`src/logic/sps_defines.svh`:
```
/*
  Register offsets, field positions, mode codes, reset values and rate
  counts of the serial port.
  Assumes inclusion by bare name from the package, the checker and the bench.
*/
`ifndef SPS_DEFINES_SVH
`define SPS_DEFINES_SVH

`define SPS_ADDR_W        3
`define SPS_OFS_BUFFER    3'h0
`define SPS_OFS_CONTROL   3'h1
`define SPS_OFS_STATUS    3'h2
`define SPS_OFS_ADDRESS   3'h3
`define SPS_OFS_MASK      3'h4
`define SPS_OFS_IRQ       3'h5

`define SPS_CTL_WRITE_COLLISION_FLAG      7
`define SPS_CTL_OV        6
`define SPS_CTL_EN        5
`define SPS_CTL_CKP       4
`define SPS_STA_SMP       7
`define SPS_STA_CKE       6
`define SPS_STA_BF        0
`define SPS_IRQ_FLAG      0

`define SPS_MODE_DIV4     4'h0
`define SPS_MODE_DIV16    4'h1
`define SPS_MODE_DIV64    4'h2
`define SPS_MODE_TIMER    4'h3
`define SPS_MODE_SLV_SS   4'h4
`define SPS_MODE_SLV_NOSS 4'h5
`define SPS_MODE_I2C_7    4'h6
`define SPS_MODE_I2C_10   4'h7
`define SPS_MODE_MASKSEL  4'h9
`define SPS_MODE_I2C_FWM  4'hb
`define SPS_MODE_I2C_7SP  4'he
`define SPS_MODE_I2C_10SP 4'hf

`define SPS_HALF_DIV4     6'h02
`define SPS_HALF_DIV16    6'h08
`define SPS_HALF_DIV64    6'h20

`define SPS_LAST_CKE1     5'h0f
`define SPS_LAST_CKE0     5'h10
`define SPS_LAST_SLAVE    5'h0f

`define SPS_RESET_BYTE    8'h00

`endif

```
`src/logic/sps_pkg.sv`:
```
/*
  Types of the serial port: bus request, pin groups, roles, phases.
  Assumes sps_defines.svh on the include path.
*/
`include "sps_defines.svh"

package sps_pkg;

  typedef struct packed {
    logic [`SPS_ADDR_W-1:0] addr;
    logic [7:0]             wdata;
    logic                   wr;
    logic                   rd;
  } sps_bus_req_t;

  typedef struct packed {
    logic sck;
    logic ss_n;
    logic serial_in_pin;
  } sps_pin_in_t;

  typedef struct packed {
    logic sck_out;
    logic sck_oe;
    logic sdo_out;
    logic sdo_oe;
  } sps_pin_out_t;

  typedef enum logic [1:0] {
    SPS_ROLE_OFF    = 2'b00,
    SPS_ROLE_MASTER = 2'b01,
    SPS_ROLE_SLAVE  = 2'b10,
    SPS_ROLE_I2C    = 2'b11
  } sps_role_t;

  typedef enum logic [1:0] {
    SPS_ST_IDLE  = 2'b00,
    SPS_ST_SHIFT = 2'b01
  } sps_phase_t;

  typedef struct packed {
    logic [5:0] count;
  } sps_rate_state_t;

endpackage

```
`src/logic/sps_rate_gen.sv`:
```
/*
  Half bit period tick generator for the master role.
  Assumes a timer tick input that is one clock wide.
*/
module sps_rate_gen (
  // Clock and reset
  input  wire logic       clock,
  input  wire logic       resetn,
  // Control
  input  wire logic       run,
  input  wire logic [1:0] rate_sel,
  input  wire logic       timer_tick,
  // Tick out
  output logic            half_tick
);
  import sps_pkg::*;

  sps_rate_state_t st_reg;
  sps_rate_state_t st_next;
  logic [5:0]      half;

  always_comb begin
    st_next = st_reg;
    case (rate_sel)
      2'b00:   half = `SPS_HALF_DIV4;
      2'b01:   half = `SPS_HALF_DIV16;
      default: half = `SPS_HALF_DIV64;
    endcase
    // Timer rate: one toggle per timer tick halves it
    if (rate_sel == 2'b11) begin
      half_tick = run & timer_tick;
    end else begin
      half_tick = run && (st_reg.count == half - 6'h01);
    end
    // Restart from zero so every word at a divided rate begins with a full half period
    if (!run || half_tick) begin
      st_next.count = 6'h00;
    end else begin
      st_next.count = st_reg.count + 6'h01;
    end
  end

  always_ff @(posedge clock or negedge resetn) begin
    if (!resetn) begin
      st_reg <= '0;
    end else begin
      st_reg <= st_next;
    end
  end

endmodule

```
`src/logic/sps_spi_port.sv`:
```
/*
  Synchronous serial port, SPI role, with register port and pin drivers.
  Assumes synchronous strobes, a one-clock timer tick and an external
  pin pad that resolves the output enables.
*/
// The address map and strobed register access are this design's own decisions.
// Overview of operation
// RULE1 - Byte arriving with buffer full sets overflow; software clears it. Code sets it in the slave role only; the master overwrites the buffer.
// RULE2 - Enable bit hands clock, out and in pins to the port.
// RULE3 - Polarity bit sets serial clock idle level in SPI roles.
// RULE4 - In I2C codes polarity zero holds clock low, one releases.
// RULE5 - Codes 0000 to 0011 pick master rate: /4, /16, /64, timer/2.
// RULE6 - Code 0100 slave with select, 0101 slave ignoring select.
// RULE7 - I2C codes decoded; reserved codes leave the port idle.
// RULE8 - Code 1001 redirects slave address accesses to the mask.
// RULE9 - Words shift most significant bit first.
// RULE10 - Full word moves to buffer, then sets full and interrupt flags.
// RULE11 - Buffer write while shifting is dropped, sets sticky collision.
// RULE12 - Reading the buffer clears buffer-full.
// RULE13 - Shift register only reached through the data buffer.
// RULE14 - Master starts clocking as soon as the buffer is written.
// RULE15 - Master keeps sampling input even with the output disabled.
// RULE16 - Shift out on one clock edge, latch in on the other. Code latches on the output edge in master end sampling.
// RULE17 - Slave shifts on pin clock edges, flags on last bit latched.
// RULE18 - Slave keeps working in sleep; received byte raises wake.
// RULE19 - With edge select set, output bit is valid before first edge.
// RULE20 - Software disables, reprograms, then re-enables to reconfigure.
// RULE21 - Software sets pin directions; input direction is automatic.
// RULE22 - Sample phase picks middle or end sampling; slave uses middle.
// RULE23 - Edge select and polarity together pick the output edge.
// RULE24 - Select high stops output and clears bit count; so does disable.
// RULE25 - Slave clock, select and input are synchronised before use.
module sps_spi_port (
  // Clock and reset
  input  wire logic                  clock,
  input  wire logic                  resetn,
  // Register port
  input  wire sps_pkg::sps_bus_req_t bus_req,
  output logic [7:0]                 rdata,
  // Serial pins
  input  wire sps_pkg::sps_pin_in_t  pin_in,
  output sps_pkg::sps_pin_out_t      pin_out,
  // Timer and power
  input  wire logic                  timer_two_tick,
  input  wire logic                  sleep,
  output logic                       port_interrupt_flag,
  output logic                       wake_request
);
  import sps_pkg::*;

  typedef struct packed {
    sps_phase_t   phase;
    logic         write_collision_flag;
    logic         rx_overflow_flag;
    logic         port_enable_bit;
    logic         clock_polarity_bit;
    logic [3:0]   port_mode_field;
    logic         sample_phase_select;
    logic         clock_edge_select;
    logic         buffer_full_status;
    logic         irq_flag;
    logic [7:0]   data_buffer;
    logic [7:0]   shift_register;
    logic [7:0]   slave_address;
    logic [7:0]   address_mask;
    logic         cap;
    logic [4:0]   cnt;
    logic [2:0]   sync1;
    logic [2:0]   sync2;
    logic         sck_prev;
    logic [7:0]   rdata;
    sps_pin_out_t pins;
    logic         wake;
  } sps_state_t;

  sps_state_t st_reg;
  sps_state_t st_next;

  sps_role_t  role;
  logic       master;
  logic       slave;
  logic       ss_used;
  logic       ss_block;
  logic       sck_s;
  logic       sdi_s;
  logic       busy;
  logic       run;
  logic       half_tick;
  logic       ev;
  logic       mid;
  logic       bnd;
  logic       smp_eff;
  logic [4:0] last;
  logic       bit_in;
  logic [7:0] shifted;
  logic [7:0] word;
  logic       complete;
  logic       wr_buf;
  logic       mask_sel;
  logic [7:0] rd_val;

  function automatic sps_role_t decode_role(input logic [3:0] m);
    case (m)
      `SPS_MODE_DIV4,
      `SPS_MODE_DIV16,
      `SPS_MODE_DIV64,
      `SPS_MODE_TIMER:    decode_role = SPS_ROLE_MASTER;
      `SPS_MODE_SLV_SS,
      `SPS_MODE_SLV_NOSS: decode_role = SPS_ROLE_SLAVE;
      `SPS_MODE_I2C_7,
      `SPS_MODE_I2C_10,
      `SPS_MODE_I2C_FWM,
      `SPS_MODE_I2C_7SP,
      `SPS_MODE_I2C_10SP: decode_role = SPS_ROLE_I2C;
      default:            decode_role = SPS_ROLE_OFF;
    endcase
  endfunction

  // RULE5 - master rate selection
  sps_rate_gen u_rate (
    .clock      (clock),
    .resetn     (resetn),
    .run        (run),
    .rate_sel   (st_reg.port_mode_field[1:0]),
    .timer_tick (timer_two_tick),
    .half_tick  (half_tick)
  );

  always_comb begin
    st_next  = st_reg;
    complete = 1'b0;
    word     = st_reg.shift_register;

    // RULE7 - mode code decode
    role     = decode_role(st_reg.port_mode_field);
    // RULE6 - select used only in code 0100
    ss_used  = st_reg.port_mode_field == `SPS_MODE_SLV_SS;
    master   = st_reg.port_enable_bit && role == SPS_ROLE_MASTER;
    slave    = st_reg.port_enable_bit && role == SPS_ROLE_SLAVE;
    // RULE8 - address location redirect
    mask_sel = st_reg.port_mode_field == `SPS_MODE_MASKSEL;

    // RULE25 - two stage synchronisers, edge from stage two
    st_next.sync1    = {pin_in.sck, pin_in.ss_n, pin_in.serial_in_pin};
    st_next.sync2    = st_reg.sync1;
    st_next.sck_prev = st_reg.sync2[2];
    sck_s    = st_reg.sync2[2];
    sdi_s    = st_reg.sync2[0];
    ss_block = slave && ss_used && st_reg.sync2[1];

    busy = st_reg.phase == SPS_ST_SHIFT;
    // Master clocks freeze in sleep and resume on wake
    run  = master && busy && !sleep;

    // RULE17 - slave events are pin clock edges only
    // RULE18 - slave edges need no system sleep state
    if (master) begin
      ev = half_tick;
    end else begin
      ev = slave && !ss_block && (sck_s != st_reg.sck_prev);
    end

    // RULE16 - output edge and mid sample edge are opposite; master end sampling uses the output edge
    // RULE23 - edge select picks leading or trailing as output
    if (st_reg.clock_edge_select) begin
      mid = !st_reg.cnt[0];
      bnd = st_reg.cnt[0];
    end else begin
      mid = st_reg.cnt[0];
      bnd = (st_reg.cnt != 5'h00) && !st_reg.cnt[0];
    end
    // RULE22 - end sampling in master only, slave samples mid
    smp_eff = master && st_reg.sample_phase_select;
    if (!master) begin
      last = `SPS_LAST_SLAVE;
    end else if (st_reg.clock_edge_select) begin
      last = `SPS_LAST_CKE1;
    end else begin
      last = `SPS_LAST_CKE0;
    end
    bit_in  = smp_eff ? sdi_s : st_reg.cap;
    // RULE9 - most significant bit leaves first, new bit enters low
    shifted = {st_reg.shift_register[6:0], bit_in};

    // RULE12 - buffer read clears full flag
    if (bus_req.rd && bus_req.addr == `SPS_OFS_BUFFER) begin
      st_next.buffer_full_status = 1'b0;
    end

    // Register writes
    wr_buf = bus_req.wr && bus_req.addr == `SPS_OFS_BUFFER;
    if (bus_req.wr) begin
      case (bus_req.addr)
        `SPS_OFS_CONTROL: begin
          st_next.write_collision_flag = bus_req.wdata[`SPS_CTL_WRITE_COLLISION_FLAG];
          st_next.rx_overflow_flag     = bus_req.wdata[`SPS_CTL_OV];
          st_next.port_enable_bit      = bus_req.wdata[`SPS_CTL_EN];
          st_next.clock_polarity_bit   = bus_req.wdata[`SPS_CTL_CKP];
          st_next.port_mode_field      = bus_req.wdata[3:0];
        end
        `SPS_OFS_STATUS: begin
          st_next.sample_phase_select = bus_req.wdata[`SPS_STA_SMP];
          st_next.clock_edge_select   = bus_req.wdata[`SPS_STA_CKE];
        end
        `SPS_OFS_ADDRESS: begin
          // RULE8 - write lands in mask register
          if (mask_sel) begin
            st_next.address_mask = bus_req.wdata;
          end else begin
            st_next.slave_address = bus_req.wdata;
          end
        end
        `SPS_OFS_MASK: begin
          st_next.address_mask = bus_req.wdata;
        end
        `SPS_OFS_IRQ: begin
          st_next.irq_flag = bus_req.wdata[`SPS_IRQ_FLAG];
        end
        default: begin
        end
      endcase
    end

    // RULE11 - write while shifting dropped, collision sticky
    // RULE13 - buffer write is the only path into the shifter
    if (wr_buf) begin
      if (busy) begin
        st_next.write_collision_flag = 1'b1;
      end else begin
        st_next.shift_register = bus_req.wdata;
        // RULE19 - first bit valid before first clock edge
        st_next.pins.sdo_out = bus_req.wdata[7];
        // RULE14 - master starts the word at once
        if (master) begin
          st_next.phase = SPS_ST_SHIFT;
          st_next.cnt   = 5'h00;
        end
      end
    end

    // RULE15 - sampling runs whether or not the output is driven
    if (ev) begin
      st_next.phase = SPS_ST_SHIFT;
      st_next.cnt   = st_reg.cnt + 5'h01;
      if (master && st_reg.cnt != `SPS_LAST_CKE0) begin
        st_next.pins.sck_out = !st_reg.pins.sck_out;
      end
      if (mid && !smp_eff) begin
        st_next.cap = sdi_s;
      end
      if (bnd) begin
        st_next.shift_register = shifted;
        st_next.pins.sdo_out   = shifted[7];
      end
      if (st_reg.cnt == last) begin
        complete = 1'b1;
        word     = bnd ? shifted : {st_reg.shift_register[6:0], sdi_s};
        st_next.shift_register = word;
        st_next.pins.sdo_out   = word[7];
        st_next.phase          = SPS_ST_IDLE;
        st_next.cnt            = 5'h00;
      end
    end

    if (complete) begin
      // RULE1 - overflow keeps the old byte, new one is lost
      if (slave && st_reg.buffer_full_status) begin
        st_next.rx_overflow_flag = 1'b1;
      end else begin
        // RULE10 - word to buffer, then full and interrupt flags
        st_next.data_buffer        = word;
        st_next.buffer_full_status = 1'b1;
      end
      st_next.irq_flag = 1'b1;
    end

    // RULE18 - slave byte completion wakes the device
    st_next.wake = st_reg.wake && sleep;
    if (complete && slave && sleep) begin
      st_next.wake = 1'b1;
    end

    // RULE24 - select high or disable clears the bit counter
    if (!st_reg.port_enable_bit || ss_block) begin
      st_next.phase = SPS_ST_IDLE;
      st_next.cnt   = 5'h00;
    end

    // RULE3 - idle clock level follows polarity
    if (!busy || !master) begin
      st_next.pins.sck_out = st_next.clock_polarity_bit;
    end
    // RULE2 - enable hands the pins to the port
    // RULE21 - clock driven in master and in I2C codes with polarity zero, input pins never driven
    st_next.pins.sck_oe = master;
    st_next.pins.sdo_oe = master || (slave && !ss_block);
    // RULE4 - I2C clock stretch holds line low
    if (st_reg.port_enable_bit && role == SPS_ROLE_I2C) begin
      st_next.pins.sck_out = 1'b0;
      st_next.pins.sck_oe  = !st_reg.clock_polarity_bit;
    end

    // Read mux; data shows only in the cycle after the strobe
    case (bus_req.addr)
      `SPS_OFS_BUFFER:  rd_val = st_reg.data_buffer;
      `SPS_OFS_CONTROL: rd_val = {st_reg.write_collision_flag,
                                  st_reg.rx_overflow_flag,
                                  st_reg.port_enable_bit,
                                  st_reg.clock_polarity_bit,
                                  st_reg.port_mode_field};
      `SPS_OFS_STATUS:  rd_val = {st_reg.sample_phase_select,
                                  st_reg.clock_edge_select,
                                  5'h00,
                                  st_reg.buffer_full_status};
      // RULE8 - read returns mask register
      `SPS_OFS_ADDRESS: rd_val = mask_sel ? st_reg.address_mask
                                          : st_reg.slave_address;
      `SPS_OFS_MASK:    rd_val = st_reg.address_mask;
      `SPS_OFS_IRQ:     rd_val = {7'h00, st_reg.irq_flag};
      default:          rd_val = `SPS_RESET_BYTE;
    endcase
    st_next.rdata = bus_req.rd ? rd_val : `SPS_RESET_BYTE;
  end

  // Reconfiguration is only safe while disabled, since the counter
  // and shifter are not rebased on mode change
  // RULE20 - reconfigure through a disable
  always_ff @(posedge clock or negedge resetn) begin
    if (!resetn) begin
      st_reg <= '0;
    end else begin
      st_reg <= st_next;
    end
  end

  assign rdata               = st_reg.rdata;
  assign pin_out             = st_reg.pins;
  assign port_interrupt_flag = st_reg.irq_flag;
  assign wake_request        = st_reg.wake;

endmodule

```
`config.mk`:
```
export PLATFORM = sky130hd
export DESIGN_NAME = sps_spi_port
export DESIGN_NICKNAME = d
export VERILOG_FILES = /design/src/logic/sps_pkg.sv /design/src/logic/sps_rate_gen.sv /design/src/logic/sps_spi_port.sv
export VERILOG_INCLUDE_DIRS = /design/src /design/src/logic
export SDC_FILE = /design/constraint.sdc
export NUM_CORES = 1
export LEC_CHECK = 0
export BUFFER_PORTS_ARGS = -buffer_cell sky130_fd_sc_hd__clkbuf_2
export CAP_MARGIN = 20
export CORE_ASPECT_RATIO = 0.5
export CORE_MARGIN = 1
export CORE_UTILIZATION = 64
export DETAILED_ROUTE_END_ITERATION = 6
export PLACE_DENSITY = 0.84
export SETUP_SLACK_MARGIN = 0.3
export SYNTH_ARGS = -nofsm -noshare
export SYNTH_HDL_FRONTEND = slang
export SYNTH_HIERARCHICAL = 1
export SYNTH_SLANG_ARGS = --single-unit
```
`constraint.sdc`:
```
create_clock -name clock -period 4.4 [get_ports clock]
set_clock_uncertainty 0.05 [all_clocks]
set_input_delay 0.22 -clock clock [delete_from_list [all_inputs] [get_ports clock]]
set_output_delay 0.22 -clock clock [all_outputs]
set_load 0.03 [all_outputs]
```
* Yosys cells after proc, flatten, opt, wreduce, memory -nomap -nowiden
Memories as Yosys holds them, arrays and structs flattened.
Index checks and enable logic that the tools add are counted.
** Cells by class
- Add/sub/neg operators :: 3
- Multipliers :: 0
- Divide/modulo/power cells :: 0
- Magnitude comparators :: 0
- Equal/unequal tests :: 19
- Shifts and indexed selects :: 0
- Muxes and demuxes :: 58
- Bitwise logic cells :: 3
- Reduce and logical (&&, ||, !) cells :: 53
** Operators with widths (number)
- $mux 8 :: 12
- $pmux 8 s6 :: 1
- $mux 5 :: 8
- $mux 1 :: 25
- $logic_and 1x1->1 :: 20
- $mux 10 :: 2
- $pmux 8 s2 :: 1
- $mux 2 :: 6
- $pmux 6 s2 :: 1
- $reduce_and 2->1 :: 6
- $reduce_bool 3->1 :: 4
- $logic_not 1->1 :: 10
- $reduce_and 3->1 :: 3
- $add 6x1->6 const B :: 1
- $eq 2x1->1 const B :: 3
- $eq 2x2->1 const B :: 3
- $eq 3x2->1 const B :: 2
- $eq 3x3->1 const B :: 2
- $eq 6x6->1 :: 1
- $mux 6 :: 1
- $reduce_bool 2->1 :: 3
- $sub 6x1->6 const B :: 1
- $add 5x1->5 const B :: 1
- $eq 5x5->1 :: 1
- other kinds (14) :: 18
** Word-level totals
- Flip-flop bits (word level) :: 78
- Latch bits :: 0
- Memory bits (writable) :: 0
- ROM bits :: 32
- Input bits :: 20
- Word-level logic and storage cells :: 163
- Memories kept :: 1
** Memory list
- (name not given) :: depth 16, bits a word 2, rd ports 1, clocked after memory_dff 0, wr ports 0, line sps_spi_port.sv:103 : case (m)

* Logic depth before layout (Yosys ltp)
Gate-level depths: netlist of run 1.
An unclocked memory read counts as a cell.
- Depth after elaboration :: 13
- Gate-level depth with buffers :: 12
- Gate-level depth less buffers :: 11

* By module
The synthesis of run 1 kept the hierarchy.
** By module, submodules not included
- sps_spi_port :: instances 1, cells each 308, area an instance 3510.9 µm²
- sps_rate_gen :: instances 1, cells each 40, area an instance 374.1 µm²

* Least setup slack after synthesis of run 1
OpenSTA, ideal clock, no wires.
- Path kind :: register -> register
- Start point :: register st_reg[63] (netlist bit)
- End point :: register st_reg[24] (netlist bit)
- Arrival :: 2519 ps
- Data required time :: 4286 ps
- Setup slack :: 1767 ps
- Stages on the path, launching flop included :: 12
- Path buffers :: 0
- Cell sequence :: dfrtp_1 -> or2_2 -> ha_1 -> or2_2 -> mux2i_1 -> nand4_1 -> a21boi_1 -> and2_1 -> a32oi_2 -> or3_4 -> nor3_2 -> a21o_1
** RTL lines
- start, declared :: line sps_spi_port.sv:76 : sps_state_t st_reg;
- start signal, assigned :: line sps_spi_port.sv:332 : st_reg <= st_next;
- branches (longest 6 deep; another with $sub 6x1->6)
- $mux 1 (*) :: line sps_rate_gen.sv:30 : if (rate_sel == 2'b11) begin
- named net half_tick :: line sps_spi_port.sv:88 : logic half_tick;
- $mux 1 (*) :: line sps_spi_port.sv:157 : if (master) begin
- $ne 3x1->1 (no source line), or another cell as far along
- $reduce_and 3->1 (no source line) or $mux 5 (tied branches)
Mark *: on every way through the listed nets, which the timed path passes.
A chain may end at the register's enable or synchronous reset.

==> flow_summary.json, run 1 <==
{
  "dpl_cell_area_um2": 3990,
  "antenna_found_initial": 0,
  "leakage_nw": 1.93,
  "cp.depth": 11,
  "dieArea_um2": 6400,
  "syn_area_um2": 3880,
  "path_delay_family": "simple AND/OR/NAND/NOR gates",
  "arrival_ns": 3.26,
  "grt_use_met1_pct": 42.7,
  "route.detailed.drc": 2,
  "peakVddDrop_mv": 0.354,
  "cts.sinks": 76,
  "grt_busiest_layer": "met2",
  "cp_slowest_cell": "dfrtp_1",
  "drive_gt1_share_pct": 27.1,
  "crit_top_cell": "or2_2",
  "diodes": 0,
  "gr-usage-met2_pct": 45.3,
  "cts_resized": 0,
  "synth.yosys.seq_area_share_pct": 49.0,
  "maxCapViolCount": 0,
  "largest_reg_flops": 44,
  "routed_wl_um": 8530,
  "worstSetupStartpointType": "register",
  "final-hold-violation-count": 39,
  "worst_path_largest_cell_delay_ns": 0.49,
  "grt_max_degree": 77,
  "vias": 2739,
  "tns_ns": 0,
  "finalSetupViolations": 0,
  "worstPathMaxFanout": 15,
  "yosysUniqueCellTypes": 55,
  "max_freq_mhz": 323,
  "synth_edf_count": 0,
  "whs_ns": -0.0344,
  "multiInputGateArea_um2": 1780,
  "worstMarginPinSlew_ns": 0.931,
  "status": "complete, but fails checks",
  "fillCellCount": 377,
  "dr.pass1.iters": 7,
  "synth_flop_cell": "dfrtp_1",
  "final_nets": 396,
  "hold_path.class": "primary input to async pin",
  "final_cell_area_um2": 4330,
  "die_x_um": 112,
  "h-tree-depth": 3,
  "synth_compound_area_share_pct": 11.0,
  "start_util_pct": 68.7,
  "violations": "DRC, hold timing",
  "path_class": "register to register",
  "power_density_nw_per_um2": 466,
  "clk_latency_ns": 0.34,
  "synthXorXnorAreaFrac_pct": 2.25,
  "synth-seq-cells": 76,
  "period_share_pct": 70.3,
  "avgViaCountPerCell": 6.10,
  "cts_tree": "done",
  "portBuffers": 33,
  "met3_usage_pct": 11.7,
  "drt_iter0_markers": 214,
  "slew_headroom_pct": 37.9,
  "grt-ovfl-total": 0,
  "critPathRequiredTime_ns": 4.57,
  "seqCellArea_um2": 1900,
  "total_power_w": 0.00202,
  "globalplace.congestion": 0.850,
  "syn_inst": 348,
  "crit_buf_inv": 0,
  "rows": 19,
  "end_kind": "register",
  "synth_adder_area_share_pct": 1.61,
  "grt_pass1_wl_um": 14400,
  "synth-async-reset-ratio_pct": 100,
  "numCtsBuffers": 9,
  "die_h_um": 57.1,
  "synth_top_family_by_area": "multiplexers",
  "wl_per_cell_um": 19.0,
  "ant_nets": 0,
  "ff2ff_path_depth": 11,
  "min_period_ns": 3.09,
  "hpwl_um": 5870,
  "yosys.area_share.simple_pct": 14.4,
  "clkTransAtPathRegs_ns": 0.06,
  "postCtsSetupRepairBufs": 0,
  "path_cells": "or2_2 > ha_1 > or2_2 > mux2i_1 > nand4_1 > a21boi_1 > and2_1 > a32o_2 > o31a_2 > nor2b_1 > a21oi_1",
  "synth.mux.area_fraction_pct": 16.6,
  "track_usage_pct": 30.8,
  "cts-root-buf": "clkbuf_16",
  "slew_violations": 0,
  "synth_warnings": 6,
  "area_growth_syn_to_layout_pct": 11.6,
  "syn_nets": 373,
  "grt_pass1_vias": 2788,
  "cts_buffer_depth": 2,
  "ios": 34,
  "rsz0062_at_grt": "no",
  "avgSynthCellArea_um2": 11.2,
  "core_area_um2": 5660
}
-- cells in the mapped netlist, drive strengths merged (4+ instances only) --
cell | number | share of area, %
a21oi | 18 | 2.3
ha | 5 | 1.6
nand2b | 5 | 1.0
xor2 | 5 | 1.1
o21ai | 17 | 2.2
nor2b | 4 | 0.64
mux2 | 32 | 9.3
nand3 | 6 | 0.77
nor2 | 31 | 3.0
mux2i | 26 | 6.7
o22a | 8 | 1.8
inv | 8 | 0.77
xnor2 | 5 | 1.1
nor3 | 5 | 0.90
buf | 23 | 4.2
nand2 | 32 | 3.2
dfrtp | 76 | 49
-- through the flow --
step	hold slack, ns	std cells	setup WS (ns)	utilization, %
2_1_floorplan	-0.126	348	1.77	-
3_3_place_gp	0.278	430	1.49	70.5
3_5_place_dp	0.280	430	1.36	70.5
4_1_cts	0.00977	449	1.34	76.6
5_1_grt	0.0494	449	1.11	76.6
6_report	-0.0344	449	1.31	76.6
-- repair_timing --
action,4_1_cts,5_1_grt
endpoints found under the hold margin,3,0
endpoints found under the setup margin,0,0
hold buffers,3,0
-- routing by layer --
metal / vias to the layer above / share of wire [%]
met3: 4 / 8.1
met1: 1369 / 46
met5: - / 0
li1: 1264 / -
met2: 102 / 45
met4: 0 / 0.62
-- layout make-up --
cell class	instances	area share (%)
inverter	8	0.693
timing repair buffer	38	4.91
clock inverter	5	1.73
tap	73	2.11
clock buffer	11	5.60
sequential	76	43.9
multi-input combinational	238	41.1
-- path summary, 6_finish.rpt --
kind / start / end / slack (ns)
worst min-delay path: resetn / shifted[5] / -0.03
max in group asynchronous: resetn / u_rate/st_reg[4] / 3.71
worst max-delay path: st_reg[63] / pin_out[1] / 1.31
worst min register to register: st_next[16] / sck_s / 0.30
worst max register to register: st_reg[63] / pin_out[1] / 1.31
min in group clock: sleep / wake_request / 0.06
-- cells by family after synthesis --
| kind of cell | count (synthesis) |
|---|---|
| AO/OA/AOI/OAI | 62 |
| XOR/XNOR | 10 |
| adder cells (fa/ha/maj) | 5 |
| buffers and inverters | 34 |
| flip-flops | 76 |
| multiplexers | 59 |
| AND/OR/NAND/NOR | 102 |
-- cell usage in the layout, fill, tap and decap left out, types with 2 or more instances in the layout --
cell type	instances
ha_1	5
o41ai_1	2
clkbuf_16	9
xnor2_1	5
nor3_1	3
a21oi_1	18
nor2_1	31
nand2b_1	4
nor3_2	2
clkbuf_2	32
nand2_1	30
dlygate4sd3_1	3
a21o_1	3
buf_4	3
o22a_1	8
mux2_2	32
xor2_1	5
bufinv_16	2
nand4_1	2
a31oi_1	2
and2_1	3
inv_1	8
or2_2	2
dfrtp_1	76
nand3_1	6
o21ai_0	13
nand2_2	2
nor2b_1	4
clkinv_2	3
mux2i_1	26
o21ai_1	4
-- power breakdown --
group	switching, W	internal (W)	leakage, nW
logic	0.000193	0.000162	0.805
registers	0.0000916	0.000795	0.970
clock network	0.000270	0.000508	0.159
total	0.000554	0.00147	1.93
Power figures use the tool's default switching activity.
==> run 2, diff against run 1 <==
--- a/config.mk
+++ b/config.mk
@@ -6,13 +6,14 @@
 export SDC_FILE = /design/constraint.sdc
 export NUM_CORES = 1
 export LEC_CHECK = 0
+export ABC_AREA = 1
 export BUFFER_PORTS_ARGS = -buffer_cell sky130_fd_sc_hd__clkbuf_2
 export CAP_MARGIN = 20
 export CORE_ASPECT_RATIO = 0.5
 export CORE_MARGIN = 1
-export CORE_UTILIZATION = 64
+export CORE_UTILIZATION = 59
 export DETAILED_ROUTE_END_ITERATION = 6
-export PLACE_DENSITY = 0.84
+export PLACE_DENSITY = 0.78
 export SETUP_SLACK_MARGIN = 0.3
 export SYNTH_ARGS = -nofsm -noshare
 export SYNTH_HDL_FRONTEND = slang
==> constraint.sdc (replaced) <==
create_clock -name clock -period 3.16 [get_ports clock]
set_clock_uncertainty 0.05 [all_clocks]
set_input_delay 0.158 -clock clock [delete_from_list [all_inputs] [get_ports clock]]
set_output_delay 0.158 -clock clock [all_outputs]
set_load 0.03 [all_outputs]
==> flow_summary.json, run 2 <==
{
  "status": "completed",
  "vias": 3186,
  "synth-async-reset-ratio_pct": 100,
  "clkTransAtPathRegs_ns": 0.06,
  "grt_max_degree": 77,
  "avgSynthCellArea_um2": 8.12,
  "synth_edf_count": 0,
  "worstPathMaxFanout": 10,
  "route.detailed.drc": 0,
  "cts_hold_buf": 5,
  "max_freq_mhz": 383,
  "synth.mux.area_fraction_pct": 0.257,
  "grt_pass1_wl_um": 13600,
  "synth_adder_area_share_pct": 1.60,
  "rsz0062_at_grt": "no",
  "final-hold-violation-count": 0,
  "fin_cells": 603,
  "place_inst": 583,
  "critPathRequiredTime_ns": 3.33,
  "numCtsBuffers": 9,
  "end_kind": "register",
  "final_common_cell": "nand2_1",
  "slew_violations": 0,
  "cts_buffer_depth": 2,
  "yosysUniqueCellTypes": 35,
  "hp-start": "sleep",
  "dpl_cell_area_um2": 4050,
  "peakVddDrop_mv": 0.250,
  "area_growth_syn_to_layout_pct": 12.1,
  "ios": 34,
  "start_util_pct": 62.6,
  "final_nets": 536,
  "synthXorXnorAreaFrac_pct": 1.57,
  "postCtsSetupRepairBufs": 0,
  "power_density_nw_per_um2": 577,
  "syn_nets": 505,
  "dr.pass1.iters": 7,
  "grt-ovfl-total": 0,
  "worstSetupStartpoint": "st_reg[65]",
  "antenna_found_initial": 0,
  "synth_flop_cell": "dfrtp_1",
  "cts.sinks": 76,
  "yosys.area_share.simple_pct": 26.5,
  "yosysTopAreaCell": "dfrtp_1",
  "final_cell_area_um2": 4370,
  "finalSetupViolations": 0,
  "clk_latency_ns": 0.34,
  "synth.yosys.seq_area_share_pct": 48.8,
  "die_x_um": 117,
  "arrival_ns": 2.78,
  "leakage_nw": 2.31,
  "hpwl_um": 5950,
  "globalplace.congestion": 0.885,
  "dp_slack_ns": 0.675,
  "final_cell_mix": "133 x nand2_1, 76 x dfrtp_1, 61 x inv_1",
  "synth_compound_area_share_pct": 11.8,
  "dieArea_um2": 6960,
  "synth_common_cells": "133 x nand2_1, 76 x dfrtp_1, 61 x inv_1",
  "synth_top_family_by_area": "simple AND/OR/NAND/NOR gates",
  "syn_inst": 480,
  "portBuffers": 33,
  "largest_reg_flops": 44,
  "synth_top_area_share_pct": 48.8,
  "synth_warnings": 6,
  "die_h_um": 59.5,
  "fillCellCount": 497,
  "synth-seq-cells": 76,
  "track_usage_pct": 27.1,
  "drive_gt1_share_pct": 14.8,
  "ff2ff_path_depth": 16,
  "wl_per_cell_um": 14.2,
  "worstMarginPinSlew_ns": 0.951,
  "slew_headroom_pct": 36.6,
  "yosysMostFrequentCell": "nand2_1",
  "hold_depth": 3,
  "cts-root-buf": "clkbuf_16",
  "syn_area_um2": 3900,
  "avgViaCountPerCell": 5.28,
  "hold_path.class": "primary input to register",
  "grt_pass1_vias": 2734,
  "r2r_start": "st_reg[65]",
  "worstSetupStartpointType": "register",
  "cts_resized": 0,
  "core_area_um2": 6230,
  "rows": 20,
  "ant_nets": 0,
  "routed_wl_um": 8540,
  "tns_ns": 0,
  "h-tree-depth": 3,
  "maxCapViolCount": 0,
  "min_period_ns": 2.61,
  "path_class": "register to register",
  "period_share_pct": 82.6,
  "diodes": 0,
  "worst_slack_ns": 0.551,
  "ys_top_cells_by_area": "dfrtp_1 49%, nand2_1 13%, inv_1 5.9%",
  "drt_iter0_markers": 280,
  "cts_tree": "done"
}
-- run 2: changes by cell type in the layout (fill, tap and decap cells not counted), moves of 18 or more --
cell	previous run	this run
mux2_2	32	0
nand2_1	30	133
mux2i_1	26	1
o21ai_0	13	44
inv_1	8	61
nand3_1	6	24
-- run 2: where the power goes --
part | internal (W) | leakage [nW] | total [W] | switching, W
Sequential | 0.00109 | 0.988 | 0.00118 | 0.0000915
Clock | 0.000567 | 0.135 | 0.000936 | 0.000369
Combinational | 0.000138 | 1.19 | 0.000407 | 0.000269
Total | 0.00179 | 2.31 | 0.00252 | 0.000730
-- run 2: area by class of cell --
class / instances / area (um2) / area share (%)
clock buffers: 13 / 260 / 5.95
flip-flops and latches: 76 / 1900 / 43.5
repair buffers: 38 / 218 / 4.98
inverters: 65 / 244 / 5.58
well taps: 88 / 110 / 2.52
multi-input cells: 321 / 1630 / 37.3
clock inverters: 2 / 10.0 / 0.229
-- run 2: metrics by stage --
step / total power (W) / hold WS [ns] / utilization (%)
floorplan: 0.00148 / -0.188 / -
global placement: 0.00158 / 0.216 / 65.0
detailed placement: 0.00159 / 0.218 / 65.0
CTS: 0.00253 / 0.0323 / 70.2
global route: 0.00265 / 0.0495 / 70.2
finish: 0.00252 / 0.0363 / 70.2
-- run 2: worst max-delay path: stages, from the launching register on --
cell and delay (ns):
dfrtp_1 0.45, nor2_2 0.25, nand2_2 0.12, nor2_1 0.22, inv_1 0.09, nor2_1 0.19, o21ai_0 0.12, inv_1 0.08
nand2_2 0.07, inv_1 0.08, nand2_2 0.13, nand2_8 0.15, nand2_8 0.08, inv_2 0.09, nand2_2 0.13, nand2_1 0.12
nand2_1 0.06
-- run 2: layer usage --
layer	global-route usage, %	vias to the layer above	wire [um]
met1	38.6	1497	4050
met2	39.6	90	3690
met3	7.77	16	632
met4	9.95	0	158
met5	0	-	0
li1	-	1583	-
-- run 2: cell families after synthesis --
| group | count (synthesis) |
|---|---|
| buffers and inverters | 83 |
| muxes | 1 |
| AOI/OAI and AO/OA | 87 |
| xor gates and xnor gates | 7 |
| DFF | 76 |
| adders and majority gates | 5 |
| and+or+nand+nor | 221 |
-- run 2: path summary, 6_finish.rpt --
path / endpoint / slack, ns
setup / recovery: st_reg[52] / 0.55
hold / removal: wake_request / 0.04
setup reg to reg: st_reg[52] / 0.55
hold reg to reg: st_reg[15] / 0.30
max in group asynchronous: rdata[5] / 1.98
min in group asynchronous: st_reg[22] / 0.45
==> run 3, diff against run 2 <==
--- a/config.mk
+++ b/config.mk
@@ -6,7 +6,7 @@
 export SDC_FILE = /design/constraint.sdc
 export NUM_CORES = 1
 export LEC_CHECK = 0
-export ABC_AREA = 1
+export ABC_AREA = 0
 export BUFFER_PORTS_ARGS = -buffer_cell sky130_fd_sc_hd__clkbuf_2
 export CAP_MARGIN = 20
 export CORE_ASPECT_RATIO = 0.5
==> constraint.sdc (replaced) <==
create_clock -name clock -period 2.7 [get_ports clock]
set_clock_uncertainty 0.05 [all_clocks]
set_input_delay 0.135 -clock clock [delete_from_list [all_inputs] [get_ports clock]]
set_output_delay 0.135 -clock clock [all_outputs]
set_load 0.03 [all_outputs]
==> flow_summary.json, run 3 (synthesis results as in run 1) <==
{
  "status": "complete, but fails checks",
  "violations": "setup timing",
  "hpwl_um": 6330,
  "rsz0062_at_grt": "yes",
  "vias": 2951,
  "grt_pass1_wl_um": 15000,
  "ant_nets": 0,
  "numCtsBuffers": 9,
  "largest_reg_flops": 44,
  "route.detailed.drc": 0,
  "final_common_cell": "dfrtp_1",
  "min_period_ns": 2.76,
  "worstMarginPinSlew_ns": 0.935,
  "total_power_w": 0.00340,
  "clkTransAtPathRegs_ns": 0.06,
  "p_clk_share_pct": 36.6,
  "routed_wl_um": 9450,
  "portBuffers": 33,
  "globalplace.congestion": 0.859,
  "period_share_pct": 102,
  "ios": 34,
  "grt_pass1_vias": 2844,
  "area_growth_syn_to_layout_pct": 20.0,
  "h-tree-depth": 3,
  "antenna_found_initial": 0,
  "path_delay_family": "multiplexers",
  "slew_headroom_pct": 37.7,
  "dieArea_um2": 6930,
  "track_usage_pct": 30.5,
  "peakVddDrop_mv": 0.530,
  "final-hold-violation-count": 0,
  "die_x_um": 117,
  "drive_gt1_share_pct": 35.7,
  "diodes": 0,
  "cts_tree": "done",
  "leakage_nw": 2.06,
  "drt_iter0_markers": 292,
  "power_density_nw_per_um2": 730,
  "path_cells": "or2_4 > ha_4 > xnor2_4 > mux2i_2 > nand4_1 > a21boi_2 > and2_4 > a32o_2 > buf_12 > o211ai_4 > mux2_4",
  "maxCapViolCount": 0,
  "final_cell_area_um2": 4660,
  "cts-root-buf": "clkbuf_16",
  "end_kind": "register",
  "avgViaCountPerCell": 6.11,
  "grt-ovfl-total": 0,
  "cts.sinks": 76,
  "worst_slack_ns": -0.0567,
  "slew_violations": 0,
  "grt_max_degree": 77,
  "worst_path_largest_cell_delay_ns": 0.42,
  "swShare_pct": 28.4,
  "path_class": "register to register",
  "core_area_um2": 6210,
  "worstSetupStartpointType": "register",
  "combPwrFrac_pct": 21.6,
  "dpl_cell_area_um2": 4110,
  "crit_buf_inv": 1,
  "intPower_w": 0.00243,
  "die_h_um": 59.4,
  "start_util_pct": 62.6,
  "final_cell_mix": "74 x dfrtp_1, 32 x clkbuf_2, 30 x nor2_1, 30 x mux2_2, 27 x nand2_1",
  "cts_buffer_depth": 2,
  "seqPwrFrac_pct": 41.8,
  "final_nets": 416,
  "final_core_util_pct": 75.1,
  "cp_slowest_cell": "dfrtp_2",
  "clk_latency_ns": 0.34,
  "rows": 20,
  "worstPathMaxFanout": 8,
  "p_sw_w": 0.000967,
  "critPathRequiredTime_ns": 2.87,
  "wl_per_cell_um": 19.6,
  "dr.pass1.iters": 5,
  "hold_path.class": "primary input to register",
  "whs_ns": 0.0552,
  "arrival_ns": 2.93,
  "max_freq_mhz": 363,
  "finalSetupViolations": 7
}
==> run 3: cell types whose count changed in the layout (fill, tap and decap cells not counted), sizes merged, moves of 23 or more <==
cell / delta
nand2: -111
inv: -57
o21ai: -36
mux2: +32
mux2i: +25
nand3: -23
==> run 3: path summary, 6_finish.rpt <==
path | startpoint | cells past startpoint | to | slack, ns
worst min-delay path | bus_req[4] | 3 | st_reg[64] | 0.06
min in group asynchronous | resetn | 2 | shifted[7] | 0.42
worst max-delay path | st_reg[62] | 11 | st_reg[55] | -0.06
worst min register to register | st_next[14] | 0 | sdi_s | 0.30
worst max register to register | st_reg[62] | 11 | st_reg[55] | -0.06
max in group asynchronous | resetn | 2 | st_reg[62] | 1.50
==> run 3: tightest hold or removal path, cell delays in order <==
cell and delay [ns]:
clkbuf_2 0.14, nand2_1 0.06, o21ai_0 0.07
==> run 3: cell type report <==
cell class                      instances  area (um2)
Timing Repair Buffer                   56         365
Sequential cell                        76        1900
Multi-Input combinational cell        240        1950
Clock buffer                            9         225
Clock inverter                          6        80.1
Inverter                                8        30.0
Tap cell                               88         110
Fill cell                             408        1550
==> run 3: power groups by stage <==
stage / Combinational (W) / Clock [W] / Sequential (W)
floorplan: 0.000496 / 0 / 0.00141
global placement: 0.000631 / 0 / 0.00142
detailed placement: 0.000660 / 0 / 0.00143
CTS: 0.000708 / 0.00126 / 0.00141
global route: 0.000793 / 0.00132 / 0.00144
finish: 0.000734 / 0.00124 / 0.00142
==> run 3: what timing repair did <==
| item | in CTS | in global routing |
|---|---|---|
| hold buffers | 5 | 0 |
| endpoints found under the setup margin | 28 | 28 |
| buffers inserted | 4 | 4 |
| resized for setup | 19 | 11 |
| hold endpoints to repair | 80 | 0 |
| cloned | 2 | 0 |
| pin swaps | 11 | 11 |
==> run 3: per-stage QoR <==
stage | setup slack, ns | setup TNS (ns) | instances
after floorplan | 0.248 | 0 | 348
after global placement | 0.0195 | 0 | 453
after detailed placement | -0.0818 | -0.191 | 453
after CTS | 0.0320 | 0 | 479
after global routing | -0.127 | -1.40 | 483
final | -0.0567 | -0.213 | 483
==> run 3: metal layers <==
layer | vias up | share of wire [%] | GRT usage [%]
met5 | - | 0 | 0
li1 | 1313 | - | -
met1 | 1494 | 45 | 40.7
met2 | 120 | 44 | 45.1
met4 | 0 | 2.2 | 11.6
met3 | 24 | 8.2 | 12.2
